<file path="src/core/fpw_pkg.sv">
// constants, register map and carrier types for the four channel pwm core
`default_nettype none
package fpw_pkg;
  // register byte addresses on the apb bus
  localparam logic [7:0] ADDR_CLK_CONCAT = 8'h00;
  localparam logic [7:0] ADDR_SEL_POL    = 8'h04;
  localparam logic [7:0] ADDR_ENABLE     = 8'h08;
  localparam logic [7:0] ADDR_PRESCALE   = 8'h0C;
  localparam logic [7:0] ADDR_SCALE_VAL0 = 8'h10;
  localparam logic [7:0] ADDR_SCALE_CNT0 = 8'h14;
  localparam logic [7:0] ADDR_SCALE_VAL1 = 8'h18;
  localparam logic [7:0] ADDR_SCALE_CNT1 = 8'h1C;
  localparam logic [7:0] ADDR_MODE       = 8'h50;
  localparam logic [7:0] ADDR_TEST       = 8'h54;
  // per-channel register groups, four words each, channel in address bits 3:2
  localparam logic [3:0] GRP_COUNT       = 4'h2;
  localparam logic [3:0] GRP_PERIOD      = 4'h3;
  localparam logic [3:0] GRP_DUTY        = 4'h4;
  // field positions
  localparam int POS_PRESC_A   = 0;
  localparam int POS_PRESC_B   = 3;
  localparam int POS_JOIN_LOW  = 6;
  localparam int POS_JOIN_UP   = 7;
  localparam int POS_POL       = 0;
  localparam int POS_CLKSEL    = 4;
  localparam int POS_CENTER    = 0;
  localparam int POS_CLR_INH   = 0;
  localparam int POS_PER_INH   = 1;
  localparam int POS_SCAL_INH  = 2;
  // reset values and widths
  localparam logic [7:0] RESET_BYTE = 8'h00;
  localparam logic [6:0] RESET_PRES = 7'h00;
  localparam logic [6:0] PRES_FULL  = 7'h7F;
  // apb request carrier
  typedef struct packed {
    logic        psel;
    logic        penable;
    logic        pwrite;
    logic [7:0]  paddr;
    logic [31:0] pwdata;
  } fpw_apb_req_s;
  // result of one channel counter step
  typedef struct packed {
    logic [15:0] cnt;
    logic        up;
    logic        roll;
    logic        level;
  } fpw_step_s;
endpackage
`default_nettype wire

</file>
<file path="src/core/fpw_core.sv">
// four channel pwm core with prescaler, scalers and apb register slave
`timescale 1ns/1ps
`default_nettype none
module fpw_core (
  input  wire logic                 clk,             // 100 MHz E clock
  input  wire logic                 nrst,            // async reset, active low
  input  wire fpw_pkg::fpw_apb_req_s apbReq,         // apb request group
  output logic [31:0]               prdata,          // read data
  output logic                      pready,          // always ready
  output logic                      pslverr,         // unmapped access
  input  wire logic                 specialModeFlag, // special mode strap
  input  wire logic [3:0]           pinDirectionBits,// port direction bits
  input  wire logic [3:0]           gpioData,        // port data latch
  output logic [3:0]                pinOut,          // pin drive level
  output logic [3:0]                pinOe_n          // pin output enable, low drives
);
  // register state
  logic [7:0] concat_q, selPol_q, scal_q [2], scnt_q [2];
  logic [7:0] cnt_q [4], cnt_d [4], perB_q [4], perW_q [4], perW_d [4];
  logic [7:0] dtyB_q [4], dtyW_q [4], dtyW_d [4];
  logic [3:0] enable_q, up_q, up_d, active_q, pinOut_q;
  logic [6:0] pres_q;
  logic [2:0] test_q;
  logic       center_q;
  logic [1:0] sPhase_q;

  // apb decode
  logic [7:0] addr;
  logic       apbWr, apbRd, mapped;
  logic [3:0] chSel, wrCount, wrPeriod, wrDuty;
  logic       presWr, clrInh, perInh, scalInh;
  logic [1:0] scaleWr;
  assign addr     = apbReq.paddr;
  assign apbWr    = apbReq.psel & apbReq.penable & apbReq.pwrite;
  assign apbRd    = apbReq.psel & apbReq.penable & ~apbReq.pwrite;
  assign mapped   = (addr[1:0] == 2'h0) && (addr <= fpw_pkg::ADDR_TEST);
  assign chSel    = 4'h1 << addr[3:2];
  assign wrCount  = (apbWr && addr[7:4] == fpw_pkg::GRP_COUNT)  ? chSel : 4'h0;
  assign wrPeriod = (apbWr && addr[7:4] == fpw_pkg::GRP_PERIOD) ? chSel : 4'h0;
  assign wrDuty   = (apbWr && addr[7:4] == fpw_pkg::GRP_DUTY)   ? chSel : 4'h0;
  // prescaler writes are ignored outside special mode
  assign presWr   = apbWr && addr == fpw_pkg::ADDR_PRESCALE && specialModeFlag;
  assign scaleWr  = {apbWr && addr == fpw_pkg::ADDR_SCALE_VAL1,
                     apbWr && addr == fpw_pkg::ADDR_SCALE_VAL0};
  assign clrInh   = specialModeFlag & test_q[fpw_pkg::POS_CLR_INH];
  assign perInh   = specialModeFlag & test_q[fpw_pkg::POS_PER_INH];
  assign scalInh  = specialModeFlag & test_q[fpw_pkg::POS_SCAL_INH];
  assign pready   = 1'b1;
  assign pslverr  = apbReq.psel & apbReq.penable & ~mapped;

  // read mux; reads have no side effects anywhere
  logic [7:0] rdByte;
  always_comb
  begin
    rdByte = fpw_pkg::RESET_BYTE;
    case (addr[7:4])
      fpw_pkg::GRP_COUNT:  rdByte = cnt_q[addr[3:2]];
      fpw_pkg::GRP_PERIOD: rdByte = perB_q[addr[3:2]];
      fpw_pkg::GRP_DUTY:   rdByte = dtyB_q[addr[3:2]];
      default:
      begin
        case (addr)
          fpw_pkg::ADDR_CLK_CONCAT: rdByte = concat_q;
          fpw_pkg::ADDR_SEL_POL:    rdByte = selPol_q;
          fpw_pkg::ADDR_ENABLE:     rdByte = {4'h0, enable_q};
          fpw_pkg::ADDR_PRESCALE:   rdByte = {1'b0, pres_q};
          fpw_pkg::ADDR_SCALE_VAL0: rdByte = scal_q[0];
          fpw_pkg::ADDR_SCALE_CNT0: rdByte = scnt_q[0];
          fpw_pkg::ADDR_SCALE_VAL1: rdByte = scal_q[1];
          fpw_pkg::ADDR_SCALE_CNT1: rdByte = scnt_q[1];
          fpw_pkg::ADDR_MODE:       rdByte = {7'h00, center_q};
          fpw_pkg::ADDR_TEST:       rdByte = {5'h00, test_q};
          default:                  rdByte = fpw_pkg::RESET_BYTE;
        endcase
      end
    endcase
  end
  assign prdata = (apbRd && mapped) ? {24'h000000, rdByte} : 32'h00000000;

  // field views
  logic [1:0] joinPair;
  logic [2:0] presSel [2];
  logic [3:0] clkSel, polarity;
  assign joinPair   = {concat_q[fpw_pkg::POS_JOIN_UP], concat_q[fpw_pkg::POS_JOIN_LOW]};
  assign presSel[0] = concat_q[fpw_pkg::POS_PRESC_A +: 3];
  assign presSel[1] = concat_q[fpw_pkg::POS_PRESC_B +: 3];
  assign clkSel     = selPol_q[fpw_pkg::POS_CLKSEL +: 4];
  assign polarity   = selPol_q[fpw_pkg::POS_POL +: 4];

  // prescaler tap: E divided by 2^sel, one pulse per 2^sel counts
  function automatic logic fpwDiv(input logic [6:0] pres, input logic [2:0] sel);
    logic [6:0] mask;
    mask = (7'h01 << sel) - 7'h01;
    fpwDiv = (pres | ~mask) == fpw_pkg::PRES_FULL;
  endfunction

  // one counter step for an 8-bit or joined 16-bit channel
  function automatic fpw_pkg::fpw_step_s fpwStep(input logic [15:0] c, per, dty,
                                                  input logic up, center, wide, noReset);
    logic [15:0] inc;
    logic        allOnes;
    fpwStep = '0;
    inc = wide ? c + 16'h0001 : {8'h00, c[7:0] + 8'h01};
    allOnes = wide ? (dty == 16'hFFFF) : (dty[7:0] == 8'hFF);
    // high phase for polarity 1; duty at or above period pins the level
    fpwStep.level = ((center ? (up ? c < dty : c <= dty) : (c <= dty)) || dty >= per)
                    && !(allOnes && per != 16'h0000);
    fpwStep.up = up;
    fpwStep.cnt = inc;
    if (!center && c == per && !noReset)
    begin
      fpwStep.cnt  = 16'h0000;
      fpwStep.roll = 1'b1;
    end
    else if (center && up && c >= per)
    begin
      fpwStep.up  = 1'b0;
      fpwStep.cnt = (c != 16'h0000) ? c - 16'h0001 : c;
    end
    else if (center && !up && c == 16'h0000)
    begin
      fpwStep.up   = 1'b1;
      fpwStep.roll = 1'b1;
      fpwStep.cnt  = (per != 16'h0000) ? inc : c;
    end
    else if (center && !up)
      fpwStep.cnt = c - 16'h0001;
  endfunction

  // clock chain: prescaler only runs while some channel is on
  logic       running;
  logic [1:0] abTick, sTick;
  logic [6:0] pres_d;
  assign running = |enable_q;
  assign abTick  = {running & fpwDiv(pres_q, presSel[1]),
                    running & fpwDiv(pres_q, presSel[0])};
  assign sTick   = {abTick[1] && scnt_q[1] == 8'h00 && sPhase_q[1],
                    abTick[0] && scnt_q[0] == 8'h00 && sPhase_q[0]};
  assign pres_d  = presWr ? apbReq.pwdata[6:0] : (running ? pres_q + 7'h01 : pres_q);

  // per-channel clock and enable; a joined pair runs on its high channel's enable
  logic [3:0] unitEn, chTick, effSel;
  assign effSel = {clkSel[3], joinPair[1] ? clkSel[3] : clkSel[2],
                   clkSel[1], joinPair[0] ? clkSel[1] : clkSel[0]};
  assign unitEn = {joinPair[1] ? enable_q[2] : enable_q[3], enable_q[2],
                   joinPair[0] ? enable_q[0] : enable_q[1], enable_q[0]};
  // gating whole clock-enable pulses means a channel never sees a runt tick
  assign chTick = ((effSel & {sTick[1], sTick[1], sTick[0], sTick[0]})
                   | (~effSel & {abTick[1], abTick[1], abTick[0], abTick[0]}))
                  & unitEn;

  // counter stepping, double-buffer transfer and counter writes
  logic [3:0] roll, level;
  always_comb
  begin
    fpw_pkg::fpw_step_s r;
    r = '0;
    cnt_d = cnt_q;
    up_d = up_q;
    roll = 4'h0;
    level = 4'h0;
    for (int p = 0; p < 2; p++)
    begin
      if (joinPair[p])
      begin
        r = fpwStep({cnt_q[2*p], cnt_q[2*p+1]}, {perW_q[2*p], perW_q[2*p+1]},
                    {dtyW_q[2*p], dtyW_q[2*p+1]}, up_q[2*p], center_q, 1'b1, perInh);
        level[2*p] = r.level;
        if (chTick[2*p])
        begin
          {cnt_d[2*p], cnt_d[2*p+1]} = r.cnt;
          up_d[2*p] = r.up;
          roll[2*p] = r.roll;
          roll[2*p+1] = r.roll;
        end
      end
      else
      begin
        for (int j = 2*p; j < 2*p+2; j++)
        begin
          r = fpwStep({8'h00, cnt_q[j]}, {8'h00, perW_q[j]}, {8'h00, dtyW_q[j]},
                      up_q[j], center_q, 1'b0, perInh);
          level[j] = r.level;
          if (chTick[j])
          begin
            cnt_d[j] = r.cnt[7:0];
            up_d[j] = r.up;
            roll[j] = r.roll;
          end
        end
      end
    end
    // a counter write forces the period to restart from zero unless clear inhibit is set
    for (int i = 0; i < 4; i++)
      if (wrCount[i] && !clrInh)
      begin
        cnt_d[i] = 8'h00;
        up_d[i] = 1'b1;
      end
  end

  // working latches follow the buffer when idle, on rollover or on counter write
  logic [7:0] perB_d [4], dtyB_d [4];
  always_comb
  begin
    for (int i = 0; i < 4; i++)
    begin
      perB_d[i] = wrPeriod[i] ? apbReq.pwdata[7:0] : perB_q[i];
      dtyB_d[i] = wrDuty[i] ? apbReq.pwdata[7:0] : dtyB_q[i];
      perW_d[i] = perW_q[i];
      dtyW_d[i] = dtyW_q[i];
      if (roll[i] || wrCount[i] || !unitEn[i])
      begin
        perW_d[i] = perB_d[i];
        dtyW_d[i] = dtyB_d[i];
      end
    end
  end

  // pin drive: pwm only once the channel has seen its first clock tick
  logic [3:0] active_d, pwmPin, pinOut_d;
  always_comb
  begin
    for (int i = 0; i < 4; i++)
    begin
      pwmPin[i] = !(joinPair[i/2] && i % 2 == 1);
      active_d[i] = unitEn[i] & (active_q[i] | chTick[i]);
      pinOut_d[i] = (active_d[i] && pwmPin[i]) ? ~(level[i] ^ polarity[i])
                                               : gpioData[i];
    end
  end
  assign pinOut  = pinOut_q;
  // enable overrides the direction bit without touching it
  assign pinOe_n = ~(enable_q | pinDirectionBits);

  // control registers, one to eight bits wide and all cleared at reset
  always_ff @(posedge clk or negedge nrst)
  begin
    if (!nrst)
    begin
      concat_q <= fpw_pkg::RESET_BYTE;
      selPol_q <= fpw_pkg::RESET_BYTE;
      enable_q <= 4'h0;
      center_q <= 1'b0;
      test_q   <= 3'h0;
      pres_q   <= fpw_pkg::RESET_PRES;
    end
    else
    begin
      if (apbWr && addr == fpw_pkg::ADDR_CLK_CONCAT)
        concat_q <= apbReq.pwdata[7:0];
      if (apbWr && addr == fpw_pkg::ADDR_SEL_POL)
        selPol_q <= apbReq.pwdata[7:0];
      if (apbWr && addr == fpw_pkg::ADDR_ENABLE)
        enable_q <= apbReq.pwdata[3:0];
      if (apbWr && addr == fpw_pkg::ADDR_MODE)
        center_q <= apbReq.pwdata[fpw_pkg::POS_CENTER];
      // test bits exist only in special mode
      if (!specialModeFlag)
        test_q <= 3'h0;
      else if (apbWr && addr == fpw_pkg::ADDR_TEST)
        test_q <= apbReq.pwdata[2:0];
      pres_q <= pres_d;
    end
  end

  // scalers: down-counters on clock A/B, halved by a phase flop
  always_ff @(posedge clk or negedge nrst)
  begin
    if (!nrst)
    begin
      scal_q   <= '{default: fpw_pkg::RESET_BYTE};
      scnt_q   <= '{default: fpw_pkg::RESET_BYTE};
      sPhase_q <= 2'h0;
    end
    else
    begin
      for (int p = 0; p < 2; p++)
      begin
        if (scaleWr[p])
          scal_q[p] <= apbReq.pwdata[7:0];
        if (scaleWr[p] && !scalInh)
          scnt_q[p] <= apbReq.pwdata[7:0];
        else if (abTick[p])
          scnt_q[p] <= (scnt_q[p] == 8'h00) ? scal_q[p] : scnt_q[p] - 8'h01;
        if (abTick[p] && scnt_q[p] == 8'h00)
          sPhase_q[p] <= ~sPhase_q[p];
      end
    end
  end

  // channel state
  always_ff @(posedge clk or negedge nrst)
  begin
    if (!nrst)
    begin
      cnt_q    <= '{default: fpw_pkg::RESET_BYTE};
      perB_q   <= '{default: fpw_pkg::RESET_BYTE};
      perW_q   <= '{default: fpw_pkg::RESET_BYTE};
      dtyB_q   <= '{default: fpw_pkg::RESET_BYTE};
      dtyW_q   <= '{default: fpw_pkg::RESET_BYTE};
      up_q     <= 4'hF;
      active_q <= 4'h0;
      pinOut_q <= 4'h0;
    end
    else
    begin
      cnt_q    <= cnt_d;
      perB_q   <= perB_d;
      perW_q   <= perW_d;
      dtyB_q   <= dtyB_d;
      dtyW_q   <= dtyW_d;
      up_q     <= up_d;
      active_q <= active_d;
      pinOut_q <= pinOut_d;
    end
  end
endmodule
`default_nettype wire

</file>
<file path="config.mk">
export PLATFORM = sky130hd
export DESIGN_NAME = fpw_core
export DESIGN_NICKNAME = d
export VERILOG_FILES = /design/src/core/fpw_pkg.sv /design/src/core/fpw_core.sv
export SDC_FILE = /design/constraint.sdc
export NUM_CORES = 1
export LEC_CHECK = 0
export ABC_CLOCK_PERIOD_IN_PS = 6300
export BUFFER_PORTS_ARGS = -buffer_cell sky130_fd_sc_hd__buf_4
export CAP_MARGIN = 0
export CELL_PAD_IN_SITES_DETAIL_PLACEMENT = 1
export CELL_PAD_IN_SITES_GLOBAL_PLACEMENT = 1
export CORE_ASPECT_RATIO = 0.6
export CORE_MARGIN = 1
export CORE_UTILIZATION = 44
export DETAILED_ROUTE_END_ITERATION = 7
export PLACE_DENSITY_LB_ADDON = 0.1
export SYNTH_ARGS = -nofsm -noshare
export SYNTH_HDL_FRONTEND = slang
export SYNTH_SLANG_ARGS = --single-unit
export TNS_END_PERCENT = 1
</file>
<file path="constraint.sdc">
create_clock -name clk -period 6.3 [get_ports clk]
set_clock_uncertainty 0.15 [all_clocks]
set_input_delay 1.26 -clock clk [delete_from_list [all_inputs] [get_ports clk]]
set_output_delay 1.26 -clock clk [all_outputs]
set_load 0.005 [all_outputs]
</file>
# Word level (Yosys, flattened, before mapping)
# Index checks and enable logic that the tools add are counted.
# word_totals
reg_bits	237
input_bits	54
word_cells	479
# classes
addsub	17
magnitude_cmp	26
n_eq_ne	55
n_shift	3
muxes	151
bitwise_logic	41
reduce_logical	148
# ops
op	n
two-way mux 8 bit	49
two-way mux 16 bit	14
one-hot mux 8 bit (10 select lines)	1
logical AND 1 bit	70
>= comparator 16 bit	4
>= comparator 8 bit	8
nonzero test 16 bit	4
nonzero test 8 bit	8
two-way mux 1 bit	60
logical NOT 8 bit	7
binary-select mux 8 bit (select 2 bit)	3
subtractor 8 x 1 -> 8 bit, second input constant	6
!= test 5 x 3 -> 1 bit, second input constant	8
two-way mux 9 bit	4
!= test 6 x 5 -> 1 bit, second input constant	6
two-way mux 17 bit	2
adder 16 x 1 -> 16 bit, second input constant	2
adder 8 x 1 -> 8 bit, second input constant	4
equality test 16 bit	2
equality test 16 bit, second input constant	2
equality test 8 x 5 -> 1 bit, second input constant	4
equality test 8 bit	4
equality test 8 bit, second input constant	4
<= comparator 16 bit	2
other kinds (47)	163

# Depth between registers and ports, before layout
# depth
depth_word	15
mapped_depth	13
mapped_depth_nobuf	11

# Worst setup path after synthesis
# Ideal clock, no wire load.
# synth_timing
kind	input to output
from	in apbReq[34] (netlist name)
to	out prdata[4]
t_arrival_ns	3.233
path_slack_ns	1.657
cell_stages	7
path_buffers	3
cell_sequence	clkbuf_1 -> buf_2 -> buf_1 -> mux4_2 -> a21oi_1 -> o21ai_0 -> and3_1
# synth_via
elab_chain_len	6
word_cells_on_any_way	26
# synth_rtl
element	line	rtl
start, declared	fpw_core.sv:7	input wire fpw_pkg::fpw_apb_req_s apbReq,
branches (longest 5 deep; another with one-hot mux 8 bit (10 select lines))	-	
two-way mux 8 bit *	fpw_core.sv:78	assign prdata = (apbRd && mapped) ? {24'h000000, rdByte} : 32'h00000000;
end, declared	fpw_core.sv:8	output logic [31:0] prdata,
# Every way passes the cells marked *. The select of a mux whose other input is x is not followed.

# Worst setup path after layout
# Same ends and word-level chain as after synthesis.

==> flow_summary.json <==
{
  "synth_largest_area_cell": "dfrtp_1",
  "drc": 0,
  "drt_iter0_drc": 1622,
  "dp_hpwl_mm": 47.06,
  "r2r-end": "cnt_q[24]$_DFFE_PN0P_",
  "r2r_cells": 11,
  "die_x_um": 253.1,
  "p_int_uw": 3049,
  "vias_per_cell": 6.401,
  "min_path_cells": 1,
  "synth_compound_area_share_pct": 18.47,
  "status": "completed",
  "tns_ns": 0,
  "total_power_uw": 4489,
  "synth_seq_cells": 237,
  "grt_start_max_net_pins": 144,
  "antenna_found_initial": 1,
  "slowest_stage": "nor2b_1",
  "p_clk_share_pct": 41.7,
  "nets": 1978,
  "netlist_instances": 1805,
  "cts_resized": 0,
  "max_stage_delay_ns": 0.57,
  "max_freq_mhz": 187.9,
  "cts_hold_buffers": 0,
  "clk_path_buf_depth": 3,
  "via_count": 14928,
  "min_period_over_period_pct": 84.47,
  "min_period_ns": 5.322,
  "rsz0062_at_grt": "no",
  "layoutNonFillerInstCount": 2332,
  "cp_common_cell": "buf_4",
  "hold_class": "register to register",
  "switchingPower_uw": 1440,
  "ioPinCount": 96,
  "r2r_slack_ns": 1.75,
  "synth-seq-area-share_pct": 35.66,
  "finalWeightedCongestion": 0.9521,
  "power_frac_comb_pct": 18.6,
  "min-delay-start": "sPhase_q[0]$_DFFE_PN0N_",
  "crit_arrival_ns": 3.91,
  "min_to": "sPhase_q[0]$_DFFE_PN0N_",
  "port_buffers": 46,
  "synth.area.top_cells": "dfrtp_1 (35%), ha_1 (8.8%), mux2_2 (7.8%), a21oi_1 (4.7%), nor2_1 (3.5%)",
  "dieArea_mm2": 0.03864,
  "switching_share_pct": 32.08,
  "ctsRootBufferMaster": "clkbuf_16",
  "path_cells": "buf_4 > nor2b_1 > nand2_1 > nor2_1 > a22o_1 > a221oi_1 > nand3_1 > and3_1 > buf_4",
  "grt_use_total_pct": 32.80,
  "finalMaxSlewViolations": 0,
  "placed_cells": 2281,
  "wl_mm": 63.03,
  "fill_cells": 4220,
  "grt-ovfl-total": 0,
  "drive_gt1_share_pct": 15.37,
  "relSlewSlack_pct": 18.30,
  "cts_setup_buffers": 0,
  "clk_pin_slew_worst_paths_ns": 0.06,
  "synthXorXnorAreaFrac_pct": 1.578,
  "seqPwrFrac_pct": 39.8,
  "startpoint_type": "primary input",
  "timing.max_cap.violations": 0,
  "synth-main-ff-cell": "dfrtp_1",
  "synth_top_area_share_pct": 35.02,
  "r2r_start": "cnt_q[24]$_DFFE_PN0P_",
  "end_kind": "primary output",
  "yosys_warnings": 0,
  "tightest_slew_ns": 1.221,
  "cp_max_fo": 35,
  "synth.avg_cell_area_um2": 9.223,
  "cp_top_family": "simple AND/OR/NAND/NOR gates",
  "die_h_um": 152.7,
  "htree_levels": 1,
  "worstSetupPathType": "primary input to primary output",
  "initial_utilization_pct": 45.21,
  "syn_area_mm2": 0.01665,
  "drtPass1Iterations": 5,
  "synthToLayoutAreaGrowth_pct": 10.12,
  "rows": 54,
  "ys_types": 88,
  "crit_required_ns": 4.89,
  "cp.depth": 9,
  "crit_buf_inv": 2,
  "avgRoutedWirePerCell_um": 27.03,
  "core-area_mm2": 0.03682,
  "power.density_mw_per_mm2": 244.9,
  "n_antenna_cell": 0,
  "cts_tree": "done",
  "detail-route-antenna-nets": 0,
  "synth-edff-count": 0,
  "synthSimpleGateAreaFrac_pct": 16.55,
  "grt_pass1_wl_mm": 95.60,
  "ys_async_sr_fraction_pct": 100.0,
  "power.leakage_uw": 0.008247,
  "grt_pass1_vias": 14894,
  "synth_top_family_by_area": "compound AO/OA/AOI/OAI gates",
  "finalHoldViolCount": 0,
  "clock_latency_ns": 0.57,
  "ir_drop_mv": 0.1843,
  "setup-violations-final": 0,
  "synth_fa_ha_area_share_pct": 8.794,
  "numCtsBuffers": 28,
  "cts_sinks": 237,
  "synth_mux_area_share_pct": 13.37
}
## kinds of logic (layout without fill, tap and decap cells)
logic type                 Yosys count  count (layout)
muxes                              178             178
xor gates and xnor gates            30              30
other                                2              25
and+or+nand+nor                    559             559
AOI/OAI and AO/OA                  475             475
DFF                                237             237
buffers and inverters              207             207
adders and majority gates          117             117
## Yosys cell counts (15+ instances only)
library cell / count
nor4_1: 21
dfrtp_1: 233
or3_1: 18
o21ai_0: 97
mux4_2: 24
mux2_2: 115
ha_1: 117
buf_4: 30
nor2b_1: 19
o22ai_1: 16
a22oi_1: 15
and3_1: 31
nand2b_1: 18
mux2i_1: 39
nand3_1: 31
a211oi_1: 17
xnor2_1: 16
nand2_1: 144
inv_1: 95
nor2_1: 157
nand4_1: 31
nor3_1: 37
clkbuf_1: 62
a21oi_1: 156
a21o_1: 26
## state kept, by name, indices dropped and copies added, names as in the netlist
name      flops
pres_q        7
test_q        3
enable_q      4
dtyB_q       32
selPol_q      8
perW_q       32
scnt_q       16
active_q      4
dtyW_q       32
perB_q       32
cnt_q        32
pinOut        4
concat_q      8
scal_q       16
center_q      1
up_q          4
sPhase_q      2
## worst max path at each step
stage / start / to / slack (ns)
floorplan: apbReq[34] / prdata[4] / 1.66
global placement: apbReq[34] / prdata[0] / 1.23
detailed placement: apbReq[34] / prdata[4] / 1.16
CTS: apbReq[34] / prdata[6] / 1.16
global route: apbReq[34] / prdata[4] / 0.89
finish: apbReq[34] / prdata[4] / 0.98
## cells in the final DEF, fill, tap and decap left out, types with 12 or more instances in the layout
cell type | synthesis | final
or3_1 | 18 | 18
conb_1 | 2 | 25
o21a_1 | 13 | 13
a21oi_1 | 156 | 156
mux2i_1 | 39 | 39
nand2_1 | 144 | 144
buf_4 | 30 | 59
a31oi_1 | 14 | 14
nor2_1 | 157 | 156
nand4_1 | 31 | 31
xnor2_1 | 16 | 16
nor3_1 | 37 | 37
a211oi_1 | 17 | 17
nand2b_1 | 18 | 18
nand3_1 | 31 | 31
ha_1 | 117 | 117
clkbuf_16 | 0 | 29
nor4_1 | 21 | 21
o21ai_0 | 97 | 97
mux2_2 | 115 | 115
xor2_1 | 14 | 14
mux4_2 | 24 | 24
a21o_1 | 26 | 26
o211ai_1 | 12 | 12
a22oi_1 | 15 | 15
o22ai_1 | 16 | 16
nor2b_1 | 19 | 19
inv_1 | 95 | 95
and3_1 | 31 | 31
dfrtp_1 | 233 | 233
## cell type report
| cell class | count | area [um^2] | area share [%] |
|---|---|---|---|
| multi-input cells | 1384 | 9894 | 53.98 |
| flip-flops and latches | 237 | 5936 | 32.38 |
| clock buffers | 34 | 774.5 | 4.225 |
| well taps | 504 | 630.6 | 3.440 |
| repair buffers | 61 | 478.0 | 2.607 |
| inverters | 95 | 356.6 | 1.945 |
| clock inverters | 17 | 261.5 | 1.427 |
## metrics by stage
stage	cell area, um^2	util, %	setup slack, ns	hold slack [ns]
finish	18330	49.78	0.9785	0.3331
global route	18330	49.78	0.8894	0.3548
global placement	17300	46.97	1.231	0.3064
detailed placement	17300	46.97	1.163	0.3163
CTS	18330	49.78	1.156	0.3332
floorplan	16730	-	1.657	0.2915
## routing by layer
| layer | wire (um) | GRT usage, % | share of wire (%) |
|---|---|---|---|
| met2 | 25400 | 45.17 | 40 |
| met4 | 1222 | 6.696 | 1.9 |
| met1 | 29810 | 49.79 | 47 |
| met5 | 0 | 0 | 0 |
| met3 | 6602 | 9.908 | 10 |
## power groups by stage
| stage | Combinational [uW] | Clock [uW] | Sequential (uW) |
|---|---|---|---|
| after floorplan | 555 | 0 | 1720 |
| after global placement | 780 | 0 | 1800 |
| after detailed placement | 810 | 0 | 1800 |
| after CTS | 818 | 1890 | 1780 |
| after global routing | 919 | 1940 | 1790 |
| final | 833 | 1870 | 1790 |
No activity file was read; power rests on OpenSTA's default activity.
